File: config.mk
export PLATFORM = sky130hd
export DESIGN_NAME = mpc_regs
export DESIGN_NICKNAME = d
export VERILOG_FILES = /design/src/rtl/mpc_pkg.sv /design/src/rtl/mpc_tick_if.sv /design/src/rtl/mpc_regs.sv /design/src/rtl/mpc_ms_tick.sv
export SDC_FILE = /design/constraint.sdc
export NUM_CORES = 1
export LEC_CHECK = 0
export BUFFER_PORTS_ARGS = -buffer_cell sky130_fd_sc_hd__buf_2
export CAP_MARGIN = 20
export CELL_PAD_IN_SITES_DETAIL_PLACEMENT = 0
export CELL_PAD_IN_SITES_GLOBAL_PLACEMENT = 2
export CORE_ASPECT_RATIO = 0.9
export CORE_MARGIN = 2
export CORE_UTILIZATION = 38
export CTS_CLUSTER_SIZE = 24
export DETAILED_ROUTE_END_ITERATION = 12
export PLACE_DENSITY = 0.95
export SYNTH_ARGS = -nofsm -noshare
export SYNTH_HDL_FRONTEND = slang
export SYNTH_SLANG_ARGS = --single-unit
File: constraint.sdc
create_clock -name ref_clk -period 7.4 [get_ports ref_clk]
set_clock_uncertainty 0.15 [all_clocks]
set_input_delay 1.48 -clock ref_clk [delete_from_list [all_inputs] [get_ports ref_clk]]
set_output_delay 1.48 -clock ref_clk [all_outputs]
set_load 0.05 [all_outputs]
File: src/rtl/mpc_pkg.sv
// Purpose: Constants for the memory-domain power cap register set
// Assumes: 125 MHz ref_clk; registers reached by model-specific register accesses
// Notes: Register selects are indices on the register access port
// What this block does
// - Cap register bits 14:0 hold the unsigned average power cap in power units.
// - Cap register bit 15 enables the cap when 1, disables it when 0.
// - Window bits 23:17 encode 2^Y*F; Y is bits 21:17, F tenths bits 23:22.
// - Once cap bit 31 is set, later cap writes are dropped until reset.
// - Energy register is read-only, refreshed with measured energy about every millisecond.
// - Energy bits 31:0 give total unsigned energy since last clear, energy units.
// - Read-only info register gives power range and largest programmable window.
// - Info bits 14:0 return thermal specification power in power units.
// - Info bits 30:16 return electrical minimum power in power units.
// - Info bits 46:32 return electrical maximum power in power units.
// - Info bits 53:48 return the largest acceptable time window value.
// - Throttle register bits 31:0 accumulate throttled time in time units, read-only.
// - Throttled time counts only when limits push below the requested performance state.
package mpc_pkg;
   localparam logic [1:0] SEL_CAP = 2'h0;
   localparam logic [1:0] SEL_ENERGY = 2'h1;
   localparam logic [1:0] SEL_INFO = 2'h2;
   localparam logic [1:0] SEL_THROTTLE = 2'h3;
   localparam int CAP_POWER_LSB = 0;
   localparam int CAP_POWER_MSB = 14;
   localparam int CAP_ENABLE_BIT = 15;
   localparam int WIN_EXP_LSB = 17;
   localparam int WIN_EXP_MSB = 21;
   localparam int WIN_FRAC_LSB = 22;
   localparam int WIN_FRAC_MSB = 23;
   localparam int CAP_LOCK_BIT = 31;
   localparam logic [31:0] CAP_WRITE_MASK = 32'h80fe_ffff;
   localparam logic [31:0] CAP_RESET = 32'h0000_0000;
   localparam logic [31:0] COUNT_RESET = 32'h0000_0000;
   localparam int MS_PERIOD_NS = 1000000;
   localparam int CLK_PERIOD_NS = 8;
   localparam int MS_CYCLES = MS_PERIOD_NS / CLK_PERIOD_NS;
   localparam logic [14:0] INFO_TSP_DEF = 15'h0000;
   localparam logic [14:0] INFO_MIN_DEF = 15'h0000;
   localparam logic [14:0] INFO_MAX_DEF = 15'h0000;
   localparam logic [5:0] INFO_WIN_DEF = 6'h00;
endpackage

File: src/rtl/mpc_tick_if.sv
// Purpose: Carries the millisecond refresh pulse between design modules
// Assumes: Single clock domain
// Notes: One-cycle pulse
`timescale 1ns/10ps
interface mpc_tick_if;
   logic tick;
   modport src (output tick);
   modport dst (input tick);
endinterface

File: src/rtl/mpc_regs.sv
// Purpose: Memory-domain power cap, energy, range info and throttle-time registers
// Assumes: Power controller inputs are on ref_clk
// Notes: Read data appears one cycle after the read strobe with reg_ack
`timescale 1ns/10ps
module mpc_regs import mpc_pkg::*; #(
   parameter int MS_CYCLES_P = MS_CYCLES,
   parameter logic [14:0] INFO_TSP = INFO_TSP_DEF,
   parameter logic [14:0] INFO_MIN = INFO_MIN_DEF,
   parameter logic [14:0] INFO_MAX = INFO_MAX_DEF,
   parameter logic [5:0] INFO_WIN = INFO_WIN_DEF
) (
   input wire logic ref_clk,
   input wire logic rst_b,
   input wire logic reg_wr,
   input wire logic reg_rd,
   input wire logic [1:0] reg_sel,
   input wire logic [63:0] reg_wdata,
   output logic [63:0] reg_rdata,
   output logic reg_ack,
   input wire logic energy_valid,
   input wire logic [31:0] energy_delta,
   input wire logic time_unit_pulse,
   input wire logic limit_active,
   input wire logic [7:0] perf_requested,
   input wire logic [7:0] perf_granted,
   output logic [14:0] cap_power,
   output logic cap_enable,
   output logic [4:0] cap_window_exp,
   output logic [1:0] cap_window_frac,
   output logic cap_locked
);
   logic [31:0] cap_q;
   logic [31:0] energy_acc_q;
   logic [31:0] energy_q;
   logic [31:0] throttle_q;
   logic [63:0] rdata_q;
   logic ack_q;
   logic throttled;
   logic cap_wr;
   mpc_tick_if ms_if ();

   function automatic logic [63:0] info_word();
      info_word = {10'h0, INFO_WIN, 1'b0, INFO_MAX, 1'b0, INFO_MIN, 1'b0, INFO_TSP};
   endfunction

   mpc_ms_tick #(.CYCLES(MS_CYCLES_P)) u_tick (
      .ref_clk(ref_clk),
      .rst_b(rst_b),
      .tk(ms_if.src)
   );

   assign cap_wr = reg_wr && (reg_sel == SEL_CAP) && !cap_q[CAP_LOCK_BIT];

   // Cap register, frozen once locked
   always_ff @(posedge ref_clk or negedge rst_b) begin
      if (!rst_b) begin
         cap_q <= CAP_RESET;
      end else if (cap_wr) begin
         cap_q <= reg_wdata[31:0] & CAP_WRITE_MASK;
      end
   end

   assign cap_power = cap_q[CAP_POWER_MSB:CAP_POWER_LSB];
   assign cap_enable = cap_q[CAP_ENABLE_BIT];
   assign cap_window_exp = cap_q[WIN_EXP_MSB:WIN_EXP_LSB];
   assign cap_window_frac = cap_q[WIN_FRAC_MSB:WIN_FRAC_LSB];
   assign cap_locked = cap_q[CAP_LOCK_BIT];

   // Energy accumulation, published once per refresh period
   always_ff @(posedge ref_clk or negedge rst_b) begin
      if (!rst_b) begin
         energy_acc_q <= COUNT_RESET;
      end else if (energy_valid) begin
         energy_acc_q <= energy_acc_q + energy_delta;
      end
   end

   always_ff @(posedge ref_clk or negedge rst_b) begin
      if (!rst_b) begin
         energy_q <= COUNT_RESET;
      end else if (ms_if.tick) begin
         energy_q <= energy_acc_q;
      end
   end

   // Throttled time counts only when the limit holds the granted state below the requested one
   assign throttled = time_unit_pulse && limit_active && (perf_granted < perf_requested);

   always_ff @(posedge ref_clk or negedge rst_b) begin
      if (!rst_b) begin
         throttle_q <= COUNT_RESET;
      end else if (throttled) begin
         throttle_q <= throttle_q + 32'h1;
      end
   end

   // Read path
   always_ff @(posedge ref_clk or negedge rst_b) begin
      if (!rst_b) begin
         rdata_q <= 64'h0;
         ack_q <= 1'b0;
      end else begin
         ack_q <= reg_rd || reg_wr;
         if (reg_rd) begin
            if (reg_sel == SEL_CAP) begin
               rdata_q <= {32'h0, cap_q};
            end else if (reg_sel == SEL_ENERGY) begin
               rdata_q <= {32'h0, energy_q};
            end else if (reg_sel == SEL_INFO) begin
               rdata_q <= info_word();
            end else begin
               rdata_q <= {32'h0, throttle_q};
            end
         end
      end
   end

   assign reg_rdata = rdata_q;
   assign reg_ack = ack_q;

   // Cap register checks
   AST_LOCK_HOLDS: assert property (@(posedge ref_clk) disable iff (!rst_b)
      (cap_q[CAP_LOCK_BIT] && reg_wr && reg_sel == SEL_CAP) |=> $stable(cap_q))
      else $error("locked cap register changed on write");

   AST_LOCK_STICKY: assert property (@(posedge ref_clk) disable iff (!rst_b)
      cap_locked |=> cap_locked [*3])
      else $error("lock released without reset");

   AST_LOCK_SET: assert property (@(posedge ref_clk) disable iff (!rst_b)
      (!cap_locked && reg_wr && reg_sel == SEL_CAP && reg_wdata[CAP_LOCK_BIT]) |=> cap_locked)
      else $error("lock bit not taken");

   AST_LOCK_FIELDS: assert property (@(posedge ref_clk) disable iff (!rst_b)
      cap_locked |=> ($stable(cap_power) && $stable(cap_enable) && $stable(cap_window_exp)
      && $stable(cap_window_frac)))
      else $error("locked cap fields changed");

   AST_CAP_WRITE: assert property (@(posedge ref_clk) disable iff (!rst_b)
      (!cap_q[CAP_LOCK_BIT] && reg_wr && reg_sel == SEL_CAP) |=>
      (cap_power == $past(reg_wdata[14:0]) && cap_enable == $past(reg_wdata[15])))
      else $error("cap write not taken");

   AST_ENABLE_OFF: assert property (@(posedge ref_clk) disable iff (!rst_b)
      (!cap_locked && reg_wr && reg_sel == SEL_CAP && !reg_wdata[CAP_ENABLE_BIT]) |=> !cap_enable)
      else $error("cap not disabled by write of zero");

   AST_WINDOW_FIELDS: assert property (@(posedge ref_clk) disable iff (!rst_b)
      (!cap_q[CAP_LOCK_BIT] && reg_wr && reg_sel == SEL_CAP) |=>
      (cap_window_exp == $past(reg_wdata[21:17]) && cap_window_frac == $past(reg_wdata[23:22])))
      else $error("time window fields wrong");

   AST_NONCAP_WRITE: assert property (@(posedge ref_clk) disable iff (!rst_b)
      (reg_wr && reg_sel != SEL_CAP) |=> $stable(cap_q))
      else $error("cap register changed by write to another register");

   // Counter checks
   AST_ENERGY_REFRESH: assert property (@(posedge ref_clk) disable iff (!rst_b)
      ms_if.tick |=> energy_q == $past(energy_acc_q))
      else $error("energy register not refreshed");

   AST_ENERGY_RO: assert property (@(posedge ref_clk) disable iff (!rst_b)
      !ms_if.tick |=> $stable(energy_q))
      else $error("energy register changed between refreshes");

   AST_ENERGY_WRAP: assert property (@(posedge ref_clk) disable iff (!rst_b)
      energy_valid |=> energy_acc_q == 32'($past(energy_acc_q) + $past(energy_delta)))
      else $error("energy accumulation wrong");

   AST_ENERGY_HOLD_ACC: assert property (@(posedge ref_clk) disable iff (!rst_b)
      !energy_valid |=> $stable(energy_acc_q))
      else $error("energy total changed without a measurement");

   AST_THROTTLE_COUNT: assert property (@(posedge ref_clk) disable iff (!rst_b)
      throttled |=> throttle_q == 32'($past(throttle_q) + 32'h1))
      else $error("throttle interval not counted");

   AST_THROTTLE_HOLD: assert property (@(posedge ref_clk) disable iff (!rst_b)
      (!limit_active || perf_granted >= perf_requested) |=> $stable(throttle_q))
      else $error("throttle counted without limiting");

   AST_THROTTLE_NO_PULSE: assert property (@(posedge ref_clk) disable iff (!rst_b)
      !time_unit_pulse |=> $stable(throttle_q))
      else $error("throttle counted outside a time unit");

   // Read path checks
   AST_INFO_READ: assert property (@(posedge ref_clk) disable iff (!rst_b)
      (reg_rd && reg_sel == SEL_INFO) |=> (reg_ack && reg_rdata[53:48] == INFO_WIN
      && reg_rdata[46:32] == INFO_MAX && reg_rdata[30:16] == INFO_MIN && reg_rdata[14:0] == INFO_TSP))
      else $error("info register read wrong");

   AST_INFO_TSP: assert property (@(posedge ref_clk) disable iff (!rst_b)
      (reg_rd && reg_sel == SEL_INFO) |=> reg_rdata[14:0] == INFO_TSP)
      else $error("thermal power field wrong");

   AST_INFO_MIN: assert property (@(posedge ref_clk) disable iff (!rst_b)
      (reg_rd && reg_sel == SEL_INFO) |=> reg_rdata[30:16] == INFO_MIN)
      else $error("minimum power field wrong");

   AST_INFO_MAX: assert property (@(posedge ref_clk) disable iff (!rst_b)
      (reg_rd && reg_sel == SEL_INFO) |=> reg_rdata[46:32] == INFO_MAX)
      else $error("maximum power field wrong");

   AST_INFO_WIN: assert property (@(posedge ref_clk) disable iff (!rst_b)
      (reg_rd && reg_sel == SEL_INFO) |=> reg_rdata[53:48] == INFO_WIN)
      else $error("maximum window field wrong");

   AST_INFO_RESERVED: assert property (@(posedge ref_clk) disable iff (!rst_b)
      (reg_rd && reg_sel == SEL_INFO) |=> (reg_rdata[63:54] == 10'h0 && !reg_rdata[47]
      && !reg_rdata[31] && !reg_rdata[15]))
      else $error("info reserved bits not zero");

   AST_CAP_READ: assert property (@(posedge ref_clk) disable iff (!rst_b)
      (reg_rd && reg_sel == SEL_CAP) |=> (reg_ack && reg_rdata == {32'h0, $past(cap_q)}))
      else $error("cap register read wrong");

   AST_ENERGY_READ: assert property (@(posedge ref_clk) disable iff (!rst_b)
      (reg_rd && reg_sel == SEL_ENERGY) |=> (reg_ack && reg_rdata == {32'h0, $past(energy_q)}))
      else $error("energy register read wrong");

   AST_THROTTLE_READ: assert property (@(posedge ref_clk) disable iff (!rst_b)
      (reg_rd && reg_sel == SEL_THROTTLE) |=> (reg_ack && reg_rdata == {32'h0, $past(throttle_q)}))
      else $error("throttle register read wrong");
endmodule

File: src/rtl/mpc_ms_tick.sv
// Purpose: Divider giving a one-cycle pulse every refresh period
// Assumes: CYCLES at least 2
// Notes: First pulse CYCLES edges after reset release
`timescale 1ns/10ps
module mpc_ms_tick #(
   parameter int CYCLES = 125000
) (
   input wire logic ref_clk,
   input wire logic rst_b,
   mpc_tick_if.src tk
);
   logic [31:0] cnt_q;
   logic tick_q;

   always_ff @(posedge ref_clk or negedge rst_b) begin
      if (!rst_b) begin
         cnt_q <= 32'h0;
         tick_q <= 1'b0;
      end else if (cnt_q == 32'(CYCLES - 1)) begin
         cnt_q <= 32'h0;
         tick_q <= 1'b1;
      end else begin
         cnt_q <= cnt_q + 32'h1;
         tick_q <= 1'b0;
      end
   end

   assign tk.tick = tick_q;

   AST_TICK_SPACING: assert property (@(posedge ref_clk) disable iff (!rst_b) tick_q |=> !tick_q)
      else $error("refresh pulse longer than one cycle");
endmodule

Yosys cells after proc, flatten, opt, wreduce, memory -nomap -nowiden
Cells that the tools add are included.
{ "totals": {"ff_bits": 218, "output_inout_bits": 89, "wordCells": 27} }
{ "classes": {"n_addsub": 3, "n_lt_le_gt_ge": 1, "n_eq_ne": 3, "mux": 5, "reduce_logical": 7} }
{ "ops": {"columns": ["op", "n"], "rows": [
  ["2-to-1 mux 32 bit", 4],
  ["adder 32 x 1 -> 32 bit, second input constant", 2],
  ["adder 32 bit", 1],
  ["== test 32 x 17 -> 1 bit, second input constant", 1],
  ["< comparator 8 bit", 1],
  ["logical AND 1 bit", 4],
  ["== test 2 x 1 -> 1 bit, second input constant", 1],
  ["== test 2 bit, second input constant", 1],
  ["logical NOT 2 bit", 1],
  ["logical NOT 1 bit", 1],
  ["logical OR 1 bit", 1],
  ["2-to-1 mux 1 bit", 1]
]} }

Logic depth before layout (Yosys ltp)
Gate-level depths: netlist (run 1).
{ "depth": {"depth_word": 4, "ltp_mapped": 10, "depth_no_buf": 9} }

By module
Synthesis (run 1) repeated with hierarchy kept, for this count alone.
{ "hier_totals": {"cells_unflattened": 953, "area_unflattened_um2": 10123.5} }
{ "modules_own_cells": {"columns": ["module", "instances", "cells_per_inst", "area_per_inst_um2", "seq_area_each_um2"], "rows": [
  ["mpc_regs", 1, 804, 8503.2, 3828.7],
  ["mpc_ms_tick", 1, 149, 1620.3, 825.8]
]} }

Worst setup path after synthesis (run 1)
No wires, ideal clock.
{ "synth_path": {"path_type": "input to register", "from": "input port energy_delta[0]", "to": "register energy_acc_q[28]", "setup_ns": 0.131, "arrival_time_ns": 3.527, "required_ns": 7.119, "setup_slack_ns": 3.592, "stages": 9, "path_cell_list": "ha_1 > fa_1 > a211oi_2 > nor4_4 > nor3_2 > o211ai_2 > a41oi_2 > nor3_1 > or3b_1"} }
{ "synth_via": {"elab_chain_len": 1} }
{ "synth_lines": {"columns": ["item", "line_no", "rtl"], "rows": [
  ["start: declaration", "mpc_regs.sv:21", "input wire logic [31:0] energy_delta,"],
  ["adder 32 bit", "mpc_regs.sv:74", "energy_acc_q <= energy_acc_q + energy_delta;"],
  ["end signal: assignment", "mpc_regs.sv:74", null],
  ["end: declaration", "mpc_regs.sv:33", "logic [31:0] energy_acc_q;"]
]} }
No other way between the ends.
A chain may end at the register's enable or synchronous reset.

Worst setup path after layout (run 1)
Ends and elaborated chain as after synthesis.

==> summary.md, run 1 <==
| Metric | Value |
|---|---|
| Status | finished, final reports clean |
| DPL Wire Length | 17800 µm |
| Post-Route WL | 24500 µm |
| Top cells by area, synth | dfrtp_1 45%, mux2_2 11%, ha_1 4.8%, xor2_1 3.6%, xnor2_1 3.0% |
| M1 wire length | 12200 µm |
| Mapped Avg Cell Area | 10.5 µm² |
| DR top layer | met5 |
| Clock root buffer | clkbuf_16 |
| Drt pass-1 iters | 7 |
| Antenna violations before repair | 4 |
| H-tree levels | 4 |
| Drt wl/cell | 16.6 µm |
| Critical Path RT | ~7.6 ns |
| Die Wd | 178 µm |
| Met2 wire length | 10900 µm |
| HP Class | flop to flop |
| Core Util, Final | 44.2% |
| Yosys top cell area share | 45.0% |
| Worst-Skew Late Latency | 0.43 ns |
| Share of the clock period used by the worst path | 50.2% |
| Top-count cell post-synth | dfrtp_1 |
| Final ANT Viol Nets | 0 |
| Post-synthesis cell count | slightly below 1000 |
| Largest net degree at the start of global routing | 70 |
| CTS tree | done |
| Commonest cells in the netlist | 186 x dfrtp_1, 97 x mux2_2, 67 x nor2_1, 59 x a21oi_1, 48 x nand2_1 |
| Setup TNS | 0 ns |
| Netlist cell types | between 70 and 80 |
| Layout cells sized above 1 | 26.8% |
| Rows | 57 |
| Hold Path Origin | u_tick.cnt_q[0]$_DFF_PN0_ |
| Cell Area, Synth | 10300 µm² |
| Critical path startpoint category | input port |
| Crit Path Max Fanout | 3 |
| Met3 wire len | approximately 1200 µm |
| Core area | 26900 µm² |
| Vias/cell | 5.17 |
| Post-synth top area cell | dfrtp_1 |
| Post-CTS setup buffer count | 0 |
| Global Route Usage Sum | 17.4% |
| Max Cap Viol | 0 |
| Final min period | ~3.7 ns |
| Seq/Total Area, Yosys | 45.0% |
| Routed via count | approximately 7600 |
| Post-cts sizing count | 0 |
| Fillers | about 2600 |
| Tightest Pin Transition | 0.995 ns |
| Chip Height | 160 µm |
| Vias in the first global route | approximately 7300 |
| Synth Register Bits | 186 |
| Buffers on Ports | 137 |
| EDFF count, synth | 0 |
| IO Count | 210 |
| WP data arrival | 3.88 ns |
| Unrepaired setup endpoints after global routing | false |
| Final hold violations | 0 |
| CP startpoint | energy_delta[0] |
| Slew Limit Fails | 0 |
| Pwr Density | about 330 nW/µm² |
| Leak | 5.70 nW |
| Main synth FF type | dfrtp_1 |
| Synth Warn # | 0 |
| Die ar. | 28500 µm² |
| Post-synth ARST share | 100% |
| DR iter-0 viols | 494 |
| Clock buffer depth | 2 |
| Worst Setup End Kind | flop |
| Global-route wire length before repair | 39400 µm |
| # DRC | 0 |
| Final setup vio count | 0 |
| Max VDD drop | 0.000179 V |
| Worst-path clk slew | 0.08 ns |
| Total gr overflow | 0 |
| Final nets | 1268 |
| Worst R2R Start | energy_acc_q[0]$_DFFE_PN0P_ |
| Clock sink count | 186 |
| Worst slew margin | 33.7% |
| CTS Buf Count | 17 |
| Critical path type | input port to flop |
| Overall power | 3.96 mW |
| Area Growth Syn to Fin | 14.9% |
| CTS hold repair buffers | 0 |
| Fmax | around 270 MHz |
| Placer Congestion | 0.809 |
| Initial Util | a little under 40% |
[worst paths after layout]
check                                                to  slack (ns)  cells after the start
setup / recovery           energy_acc_q[28]$_DFFE_PN0P_        3.69                     10
hold / removal                u_tick.cnt_q[0]$_DFF_PN0_        0.32                      1
setup reg to reg           energy_acc_q[28]$_DFFE_PN0P_        4.44                      9
hold reg to reg               u_tick.cnt_q[0]$_DFF_PN0_        0.32                      1
max in group asynchronous    throttle_q[20]$_DFFE_PN0P_        4.87                      2
min in group asynchronous      reg_rdata[5]$_DFFE_PN0P_        0.91                      1
[cell families (layout without fill, tap and decap cells)]
| family | count (synthesis) | count (layout) | share of synthesized area, % |
|---|---|---|---|
| other | 1 | 33 | 0.0363 |
| adder cells (fa/ha/maj) | 41 | 41 | 5.04 |
| XOR/XNOR | 78 | 78 | 6.61 |
| multiplexers | 105 | 105 | 11.3 |
| flip-flops | 186 | 186 | 45.0 |
| AND/OR/NAND/NOR | 269 | 269 | 13.7 |
| AO/OA/AOI/OAI | 194 | 194 | 13.0 |
| buffers and inverters | 112 | 214 | 5.34 |
[worst max-delay path, cell delays in order]
cell	delay (ns)
buf_2	0.11
ha_1	0.23
fa_1	0.44
a211oi_2	0.35
nor4_4	0.10
nor3_2	0.29
o211ai_2	0.15
a41oi_2	0.29
nor3_1	0.09
or3b_1	0.35
[cell usage in the layout, fill, tap and decap left out, drive strengths merged, types with 3 or more instances in the layout]
cell     Yosys  final
nor3b        4      4
o211ai       4      4
a211oi       5      5
a22oi       24     24
o2111ai      3      3
o21bai       7      7
o22ai        9      9
clkbuf      28     20
and4         4      4
a21oi       62     62
nor4b        6      6
dfrtp      186    186
nor3        27     27
xnor2       35     35
a211o        9      9
nand2       50     50
or3          5      5
ha          40     40
a21o        16     16
nand2b       4      4
conb         1     32
o21a         4      4
nand3       38     38
mux2i        8      8
nor2        68     68
or2          3      3
buf         47    145
nor4        15     15
o31ai        4      4
nand4       16     16
clkinv       0      3
nor2b        5      5
o21ai       22     22
and3        18     18
mux2        97     97
bufinv       0      4
a221oi       3      3
inv         37     40
a31oi        5      5
xor2        43     43
[through the flow]
stage,hold slack (ns),instances,setup WS (ns),cell area (µm²)
finish,0.315,1474,3.69,11900
global route,0.348,1473,3.56,11900
CTS,0.313,1472,3.70,11900
detailed placement,0.304,1440,3.23,11200
global placement,0.297,1440,3.23,11200
floorplan,0.283,1017,3.59,10500
[routing by layer]
metal | vias up | track usage [%]
met5 | - | 0
met4 | 6 | 3.73
met3 | 20 | 3.62
met2 | 148 | 26.2
met1 | 3707 | 25.8
li1 | 3745 | -
[final cells by class]
cell class                      instances  area, µm²  share of cell area (%)
Sequential cell                       186       4650                    39.2
Timing Repair Buffer                  145        749                    6.31
Clock buffer                           20        447                    3.76
Clock inverter                         12        186                    1.57
Inverter                               37        139                    1.17
Multi-Input combinational cell        719       5250                    44.2
Antenna cell                            1       2.50                  0.0211
Tap cell                              354        443                    3.73
[state kept, by name, summed over array words and instances, names as in the netlist]
name            count
reg_rdata          32
energy_q           32
throttle_q         32
cap_q              24
energy_acc_q       32
u_tick.cnt_q       32
u_tick.tk.tick      1
reg_ack             1
[power by group]
group | total, mW | leakage (nW) | internal (mW) | switching [mW]
registers | 1.37 | 2.39 | 1.19 | 0.182
clock network | 0.988 | 0.303 | 0.581 | 0.408
logic | 1.60 | 3.01 | 0.609 | 0.990
Power figures use the tool's default switching activity.
==> run 2: changes to the inputs <==
--- a/config.mk
+++ b/config.mk
@@ -11,10 +11,10 @@
 export CELL_PAD_IN_SITES_GLOBAL_PLACEMENT = 2
 export CORE_ASPECT_RATIO = 0.9
 export CORE_MARGIN = 2
-export CORE_UTILIZATION = 38
+export CORE_UTILIZATION = 35
 export CTS_CLUSTER_SIZE = 24
 export DETAILED_ROUTE_END_ITERATION = 12
-export PLACE_DENSITY = 0.95
+export PLACE_DENSITY = 0.92
 export SYNTH_ARGS = -nofsm -noshare
 export SYNTH_HDL_FRONTEND = slang
 export SYNTH_SLANG_ARGS = --single-unit
==> constraint.sdc (replaced) <==
create_clock -name ref_clk -period 3.5 [get_ports ref_clk]
set_clock_uncertainty 0.15 [all_clocks]
set_input_delay 0.7 -clock ref_clk [delete_from_list [all_inputs] [get_ports ref_clk]]
set_output_delay 0.7 -clock ref_clk [all_outputs]
set_load 0.05 [all_outputs]
==> run 2 against run 1 <==
Worst hold slack got worse by 0.30 ns. Core utilization shrank 3.0 points. Worst setup slack worse by 3.1 ns. Design area increased by 0.66%. Flip-flop and latch count did not move. Global-route usage decreased by 0.96 points. Total power increased by 110%. Sequential power rose by 110%. Clock power rose by 93%. Critical endpoint unchanged. Largest cell class unchanged.
==> summary.md, run 2 (synthesis results as in run 1) <==
| Metric | Value |
|---|---|
| Status | finished, final reports clean |
| Reg area | 4650 µm² (unchanged) |
| # DRC | 0 (unchanged) |
| Fillers | 2869 (+11%) |
| Final setup vio count | 0 (unchanged) |
| Post-CTS setup buffer count | 0 (unchanged) |
| Buffers on Ports | 137 (unchanged) |
| Total gr overflow | 0 (unchanged) |
| DR iter-0 viols | 403 (-18%) |
| DPL Wire Length | 18600 µm (+4.9%) |
| Critical path startpoint category | input port |
| CTS Buf Count | 17 (unchanged) |
| Clock root buffer | clkbuf_16 |
| Unrepaired setup endpoints after global routing | false |
| Core area | 29000 µm² (+7.9%) |
| Global Route Usage Sum | 16.5% (-0.96 points) |
| Worst Setup End Kind | flop |
| Routed via count | 7678 (+0.68%) |
| Chip Height | 167 µm (+4.1%) |
| Antenna cell count | 0 (-1) |
| Final hold violations | 0 (unchanged) |
| CTS tree | done |
| Layout cells sized above 1 | 27.4% (+0.63 points) |
| Critical path type | input port to flop |
| Post-Route WL | 25200 µm (+2.9%) |
| Slew Limit Fails | 0 (unchanged) |
| Rows | 59 (+3.5%) |
| Critical Path RT | 3.67 ns (-3.90 ns) |
| Share of the clock period used by the worst path | 84.4% |
| Die ar. | 30900 µm² (+8.4%) |
| HP Class | input port to async pin |
| Leak | 5.73 nW (+0.47%) |
| Clock buffer depth | 2 (unchanged) |
| H-tree levels | 4 (unchanged) |
| Overall power | 8.22 mW (+110%) |
| Drt wl/cell | 16.6 µm (-0.39%) |
| Most frequent cells in the layout | 186 x dfrtp_1, 136 x buf_2, 97 x mux2_2 |
| Drt pass-1 iters | 5 (-2) |
| IO Count | 210 (unchanged) |
| Worst R2R Start | energy_acc_q[0]$_DFFE_PN0P_ |
| Tightest Pin Transition | 0.629 ns (-0.366 ns) |
| WP data arrival | 3.12 ns (-0.76 ns) |
| CTS hold repair buffers | 0 (unchanged) |
| Vias/cell | 5.04 (-2.5%) |
| Final nets | 1275 (+0.55%) |
| Die Wd | 185 µm (+4.1%) |
| Clock sink count | 186 (unchanged) |
| Fmax | 338 MHz |
| Max VDD drop | 0.000322 V (+80%) |
| Global-route wire length before repair | 40200 µm (+1.9%) |
| Max Cap Viol | 0 (unchanged) |
| Initial Util | 35.6% (-2.8 points) |
| Crit Path Max Fanout | 3 (unchanged) |
| Area of the multi-input gates | 5250 µm² (unchanged) |
| Area Growth Syn to Fin | 15.6% |
| Worst hold slack | 0.0164 ns (-0.299 ns) |
| Worst slew margin | 58.1% (+24 points) |
| Most common cell after layout, fill and taps aside | dfrtp_1 |
| Flop2flop setup slack | 0.55 ns (-3.89 ns) |
| Antenna violations before repair | 2 (-2) |
| Post-cts sizing count | 0 (unchanged) |
| Setup TNS | 0 ns (unchanged) |
| Worst-path clk slew | 0.08 ns (about the same) |
| Vias in the first global route | 7297 (+0.18%) |
| Placer Congestion | 0.795 (-1.8%) |
| Final min period | 2.95 ns |
| Final ANT Viol Nets | 0 (unchanged) |
| Worst reg2reg path depth | 9 (unchanged) |
| Largest net degree at the start of global routing | 57 (-19%) |
| R2R Path End | energy_acc_q[28]$_DFFE_PN0P_ |
| Pwr Density | 688 nW/µm² (+110%) |
| Worst-Skew Late Latency | 0.43 ns (about the same) |
[run 2: cell count changes in the layout (fill, tap and decap cells not counted), moves of 2 or more]
cell,before,now
buf_12,0,2
buf_4,7,13
bufinv_16,4,0
clkbuf_1,2,0
clkinv_2,1,3
clkinv_8,0,3
[run 2: per-layer routing]
| metal | track usage, % | vias to the layer above | share of wire [%] |
|---|---|---|---|
| met2 | 24.2 | 154 | 44 |
| met1 | 24.8 | 3753 | 51 |
| met3 | 3.52 | 14 | 4.5 |
| li1 | - | 3753 | - |
| met4 | 3.42 | 4 | 0.80 |
| met5 | 0 | - | 0.11 |
[run 2: power by group]
group	switching, mW	internal [mW]	total (mW)
Clock	0.928	0.981	1.91
Sequential	0.385	2.51	2.90
Combinational	2.11	1.30	3.41
[run 2: stage by stage]
stage | cells | worst slack (ns) | cell area (µm²) | utilization, %
after floorplan | 1017 | 0.472 | 10500 | -
after global routing | 1522 | 0.413 | 12000 | 41.2
after CTS | 1522 | 0.550 | 12000 | 41.2
after global placement | 1490 | 0.110 | 11400 | 39.2
after detailed placement | 1490 | 0.0977 | 11400 | 39.2
final | 1522 | 0.546 | 12000 | 41.2
[run 2: worst max-delay path by stage]
stage / from / endpoint / slack [ns] / depth (start not counted)
after global routing: energy_acc_q[0]$_DFFE_PN0P_ / energy_acc_q[28]$_DFFE_PN0P_ / 0.41 / 9
after floorplan: energy_delta[0] / energy_acc_q[28]$_DFFE_PN0P_ / 0.47 / 9
final: energy_delta[0] / energy_acc_q[28]$_DFFE_PN0P_ / 0.55 / 10
after global placement: energy_delta[0] / energy_acc_q[28]$_DFFE_PN0P_ / 0.11 / 10
after CTS: energy_acc_q[0]$_DFFE_PN0P_ / energy_acc_q[28]$_DFFE_PN0P_ / 0.55 / 9
after detailed placement: energy_delta[0] / energy_acc_q[28]$_DFFE_PN0P_ / 0.1 / 10
[run 2: layout make-up]
cell class	instances	area share, %
tap	396	4.15
clock buffer	19	3.79
clock inverter	13	1.08
inverter	37	1.16
multi-input combinational	719	43.9
timing repair buffer	152	6.94
sequential	186	38.9
[run 2: worst max-delay path, cell delays in order]
cell and delay [ns]:
buf_2 0.12, ha_1 0.23, fa_1 0.44, a211oi_2 0.35
nor4_4 0.10, nor3_2 0.31, o211ai_2 0.15, a41oi_2 0.28
nor3_1 0.08, or3b_1 0.34
==> run 3: changes to the inputs <==
--- a/config.mk
+++ b/config.mk
@@ -5,13 +5,14 @@
 export SDC_FILE = /design/constraint.sdc
 export NUM_CORES = 1
 export LEC_CHECK = 0
+export ABC_AREA = 1
 export BUFFER_PORTS_ARGS = -buffer_cell sky130_fd_sc_hd__buf_2
 export CAP_MARGIN = 20
 export CELL_PAD_IN_SITES_DETAIL_PLACEMENT = 0
 export CELL_PAD_IN_SITES_GLOBAL_PLACEMENT = 2
 export CORE_ASPECT_RATIO = 0.9
 export CORE_MARGIN = 2
-export CORE_UTILIZATION = 35
+export CORE_UTILIZATION = 32
 export CTS_CLUSTER_SIZE = 24
 export DETAILED_ROUTE_END_ITERATION = 12
 export PLACE_DENSITY = 0.92
==> constraint.sdc (replaced) <==
create_clock -name ref_clk -period 2.81 [get_ports ref_clk]
set_clock_uncertainty 0.15 [all_clocks]
set_input_delay 0.562 -clock ref_clk [delete_from_list [all_inputs] [get_ports ref_clk]]
set_output_delay 0.562 -clock ref_clk [all_outputs]
set_load 0.05 [all_outputs]
==> run 3 against run 2 <==
Largest power group unchanged. Synthesized cell count is 56% higher. Design area increased by 12%. Combinational power increased by 7.3%. Count of clock-buffer cells in the layout unchanged. Clock power rose by 34%. Worst setup slack got worse by 0.053 ns. Non-clock buffer count increased by 1. Critical path depth unchanged. Largest cell class unchanged. Sequential power is 23% higher. Flip-flop and latch count stayed put. Routed wire length rose by 31%. Highest routed layer is now met4. Die area up 22%.
==> summary.md, run 3 <==
| Metric | Value |
|---|---|
| Final min period | 2.32 ns |
| Vias/cell | 4.62 (-8.5%) |
| Crit path max-delay family | simple AND/OR/NAND/NOR gates |
| Sequential share of power | 36.5% (+1.2 points) |
| Worst path max stage delay | 0.46 ns (+0.02 ns) |
| Global-route wire length before repair | 52300 µm (+30%) |
| EDFF count, synth | 0 (unchanged) |
| CTS Buf Count | 17 (unchanged) |
| Max VDD drop | 0.000481 V (+49%) |
| Post-synthesis cell count | 1537 (+56%) |
| Post-synthesis mux area share | 4.85% (-6.5 points) |
| Cell Area, Synth | 11600 µm² (+12%) |
| Clock buffer depth | 2 (unchanged) |
| Leak | 6.90 nW (+20%) |
| Final nets | 1833 (+44%) |
| Switching Share | 40.9% (-0.70 points) |
| Share of the clock period used by the worst path | between 80% and 90% |
| Post-Route WL | 32900 µm (+31%) |
| Status | finished, final reports clean |
| Die Wd | 205 µm (+11%) |
| DPL Wire Length | 26200 µm (+41%) |
| Post-synth top area cell | dfrtp_1 |
| Buffers on Ports | 137 (unchanged) |
| Routed via count | 9968 (+30%) |
| Unrepaired setup endpoints after global routing | false |
| Final setup vio count | 0 (unchanged) |
| Crit Path Max Fanout | 5 (+2) |
| Met3 wire len | 1350 µm (+18%) |
| Tightest Pin Transition | 0.669 ns (+0.0406 ns) |
| Final WS setup | 0.492 ns (-0.0531 ns) |
| Worst hold slack | 0.191 ns (+0.175 ns) |
| Core area | 35900 µm² (+24%) |
| Reg area | 4650 µm² (unchanged) |
| Die ar. | 37800 µm² (+22%) |
| Worst path slowest cell | fa_1 |
| Post-cts sizing count | 0 (unchanged) |
| Fillers | 3800 (+32%) |
| Setup TNS | 0 ns (unchanged) |
| Largest net degree at the start of global routing | 69 (+21%) |
| Antenna cell count | 0 (unchanged) |
| Worst Setup End Kind | flop |
| Rows | 66 (+12%) |
| Simple-Gate Fraction of Synth Area | 27.9% (+14 points) |
| Largest family of logic cells by synthesized area | simple AND/OR/NAND/NOR gates |
| WP data arrival | 2.51 ns (-0.61 ns) |
| Worst-path clk slew | 0.07 ns (about the same) |
| Post-CTS setup buffer count | 0 (unchanged) |
| Max Cap Viol | 0 (unchanged) |
| Met2 wire length | 14500 µm (+31%) |
| Final hold violations | 0 (unchanged) |
| Most common cell after layout, fill and taps aside | nand2_1 |
| Critical path startpoint category | flop |
| Synth Warn # | 0 (unchanged) |
| Synth Area in Compound Gates | 7.69% (-5.3 points) |
| Core Util, Final | 37.3% (-3.9 points) |
| CTS tree | done |
| Buf/Inv on CP | 0 (-1) |
| Initial Util | 32.3% (-3.3 points) |
| Critical path type | flop to flop |
| Layout cells sized above 1 | 15.6% (-12 points) |
| Drt wl/cell | 15.2 µm (-7.9%) |
| Switching pwr | 4.01 mW (+17%) |
| Commonest cells in the netlist | 467 x nand2_1, 213 x inv_1, 186 x dfrtp_1, 124 x nor2_1, 73 x nand3_1 |
| Clk pwr share | 26.1% (+2.9 points) |
| CTS hold repair buffers | 1 (+1) |
| Area Growth Syn to Fin | 15.6% (about the same) |
| Most frequent cells in the layout | 467 x nand2_1, 213 x inv_1, 186 x dfrtp_1 |
| Worst-Skew Late Latency | 0.44 ns (about the same) |
| DR iter-0 viols | 563 (+40%) |
| Synth Register Bits | 186 (unchanged) |
| Combinational power share | 37.4% (-4.1 points) |
| Yosys top cell area share | 40.1% (-4.9 points) |
| # DRC | 0 (unchanged) |
| Top cells by area, synth | dfrtp_1 40%, nand2_1 15%, inv_1 6.9%, mux2_2 4.8%, ha_1 4.3% |
| Antenna violations before repair | 0 (-2) |
| Fmax | 431 MHz |
| Pwr Density | 730 nW/µm² (+6.1%) |
| Post-Synth XOR/XNOR Area | 4.53% (-2.1 points) |
| Placer Congestion | 0.872 (+9.7%) |
| DP Worst Slack | 0.246 ns (+0.149 ns) |
| Int Pwr | 5.78 mW (+21%) |
| Synth Area in Adders | 4.48% (-0.55 points) |
| Total gr overflow | 0 (unchanged) |
| Area of the multi-input gates | 5860 µm² (+12%) |
| Vias in the first global route | 9526 (+31%) |
| IO Count | 210 (unchanged) |
| Final ANT Viol Nets | 0 (unchanged) |
| Overall power | 9.79 mW (+19%) |
| M1 wire length | 16700 µm (+31%) |
| Seq/Total Area, Yosys | 40.1% (-4.9 points) |
| HP Class | input port to flop |
| CP cell instances | ha_1 -> fa_1 -> nand3_1 -> nand3_1 -> nand3_1 -> nand3_1 -> nand2_1 -> nand3_1 -> nand3_1 -> nand2_1 |
| Critical Path RT | 3.00 ns (-0.67 ns) |
| Clock sink count | 186 (unchanged) |
| Main synth FF type | dfrtp_1 |
| Top-count cell post-synth | nand2_1 |
| Cell mode on critical path | nand3_1 |
| Slew Limit Fails | 0 (unchanged) |
| Mapped Avg Cell Area | 7.55 µm² (-28%) |
| Post-synth ARST share | 100% (unchanged) |
| Worst slew margin | 55.3% (-2.8 points) |
| Global Route Usage Sum | 17.9% (+1.4 points) |
| H-tree levels | 4 (unchanged) |
| DR top layer | met4 |
| Clock root buffer | clkbuf_16 |
| Chip Height | 185 µm (+11%) |
| Netlist cell types | 42 (-45%) |
| Drt pass-1 iters | 5 (unchanged) |
==> run 3: worst reg2reg max path, stage by stage (launching register included) <==
cell and delay, ns:
dfrtp_1 0.42, ha_1 0.26, fa_1 0.47, nand3_1 0.12, nand3_1 0.16, nand3_1 0.12
nand3_1 0.17, nand2_1 0.14, nand3_1 0.08, nand3_1 0.09, nand2_1 0.05
==> run 3: metal layers <==
layer | track usage, % | vias to the layer above
met3 | 2.30 | 19
met1 | 26.5 | 4649
li1 | - | 5113
met2 | 27.5 | 187
met4 | 4.38 | 0
met5 | 0 | -
==> run 3: final timing paths <==
check	startpoint	to	slack [ns]	cells past startpoint
setup / recovery	energy_acc_q[0]$_DFFE_PN0P_	energy_acc_q[28]$_DFFE_PN0P_	0.49	10
hold / removal	reg_wdata[6]	cap_q[6]$_DFFE_PN0P_	0.19	2
setup reg to reg	energy_acc_q[0]$_DFFE_PN0P_	energy_acc_q[28]$_DFFE_PN0P_	0.49	10
hold reg to reg	u_tick.cnt_q[0]$_DFF_PN0_	u_tick.cnt_q[0]$_DFF_PN0_	0.36	1
max in group asynchronous	rst_b	cap_q[5]$_DFFE_PN0P_	1.24	3
min in group asynchronous	rst_b	reg_rdata[29]$_DFFE_PN0P_	0.56	2
==> run 3: kinds of logic after synthesis <==
group | after synthesis
other cells | 1
xor+xnor | 60
flops | 186
buf+inv | 286
mux | 50
fa+ha+maj | 41
compound gates | 156
simple gates | 757
==> run 3: per-stage QoR <==
step / cells / cell area, µm²
floorplan: 1568 / 11700
global placement: 2127 / 12800
detailed placement: 2127 / 12800
CTS: 2159 / 13400
global route: 2159 / 13400
finish: 2159 / 13400
==> run 3: final cells by class <==
class	count	share of cell area, %
clock buffers	19	3.30
inverters	217	6.07
repair buffers	153	6.56
clock inverters	12	1.23
flip-flops and latches	186	34.7
well taps	476	4.44
multi-input cells	1096	43.7
==> run 3: power groups by stage <==
stage | sequential (mW) | clock [mW] | combinational, mW
finish | 3.57 | 2.56 | 3.66
global route | 3.63 | 2.73 | 4.22
CTS | 3.56 | 2.64 | 3.68
detailed placement | 3.61 | 0 | 3.67
global placement | 3.60 | 0 | 3.63
floorplan | 3.54 | 0 | 2.68
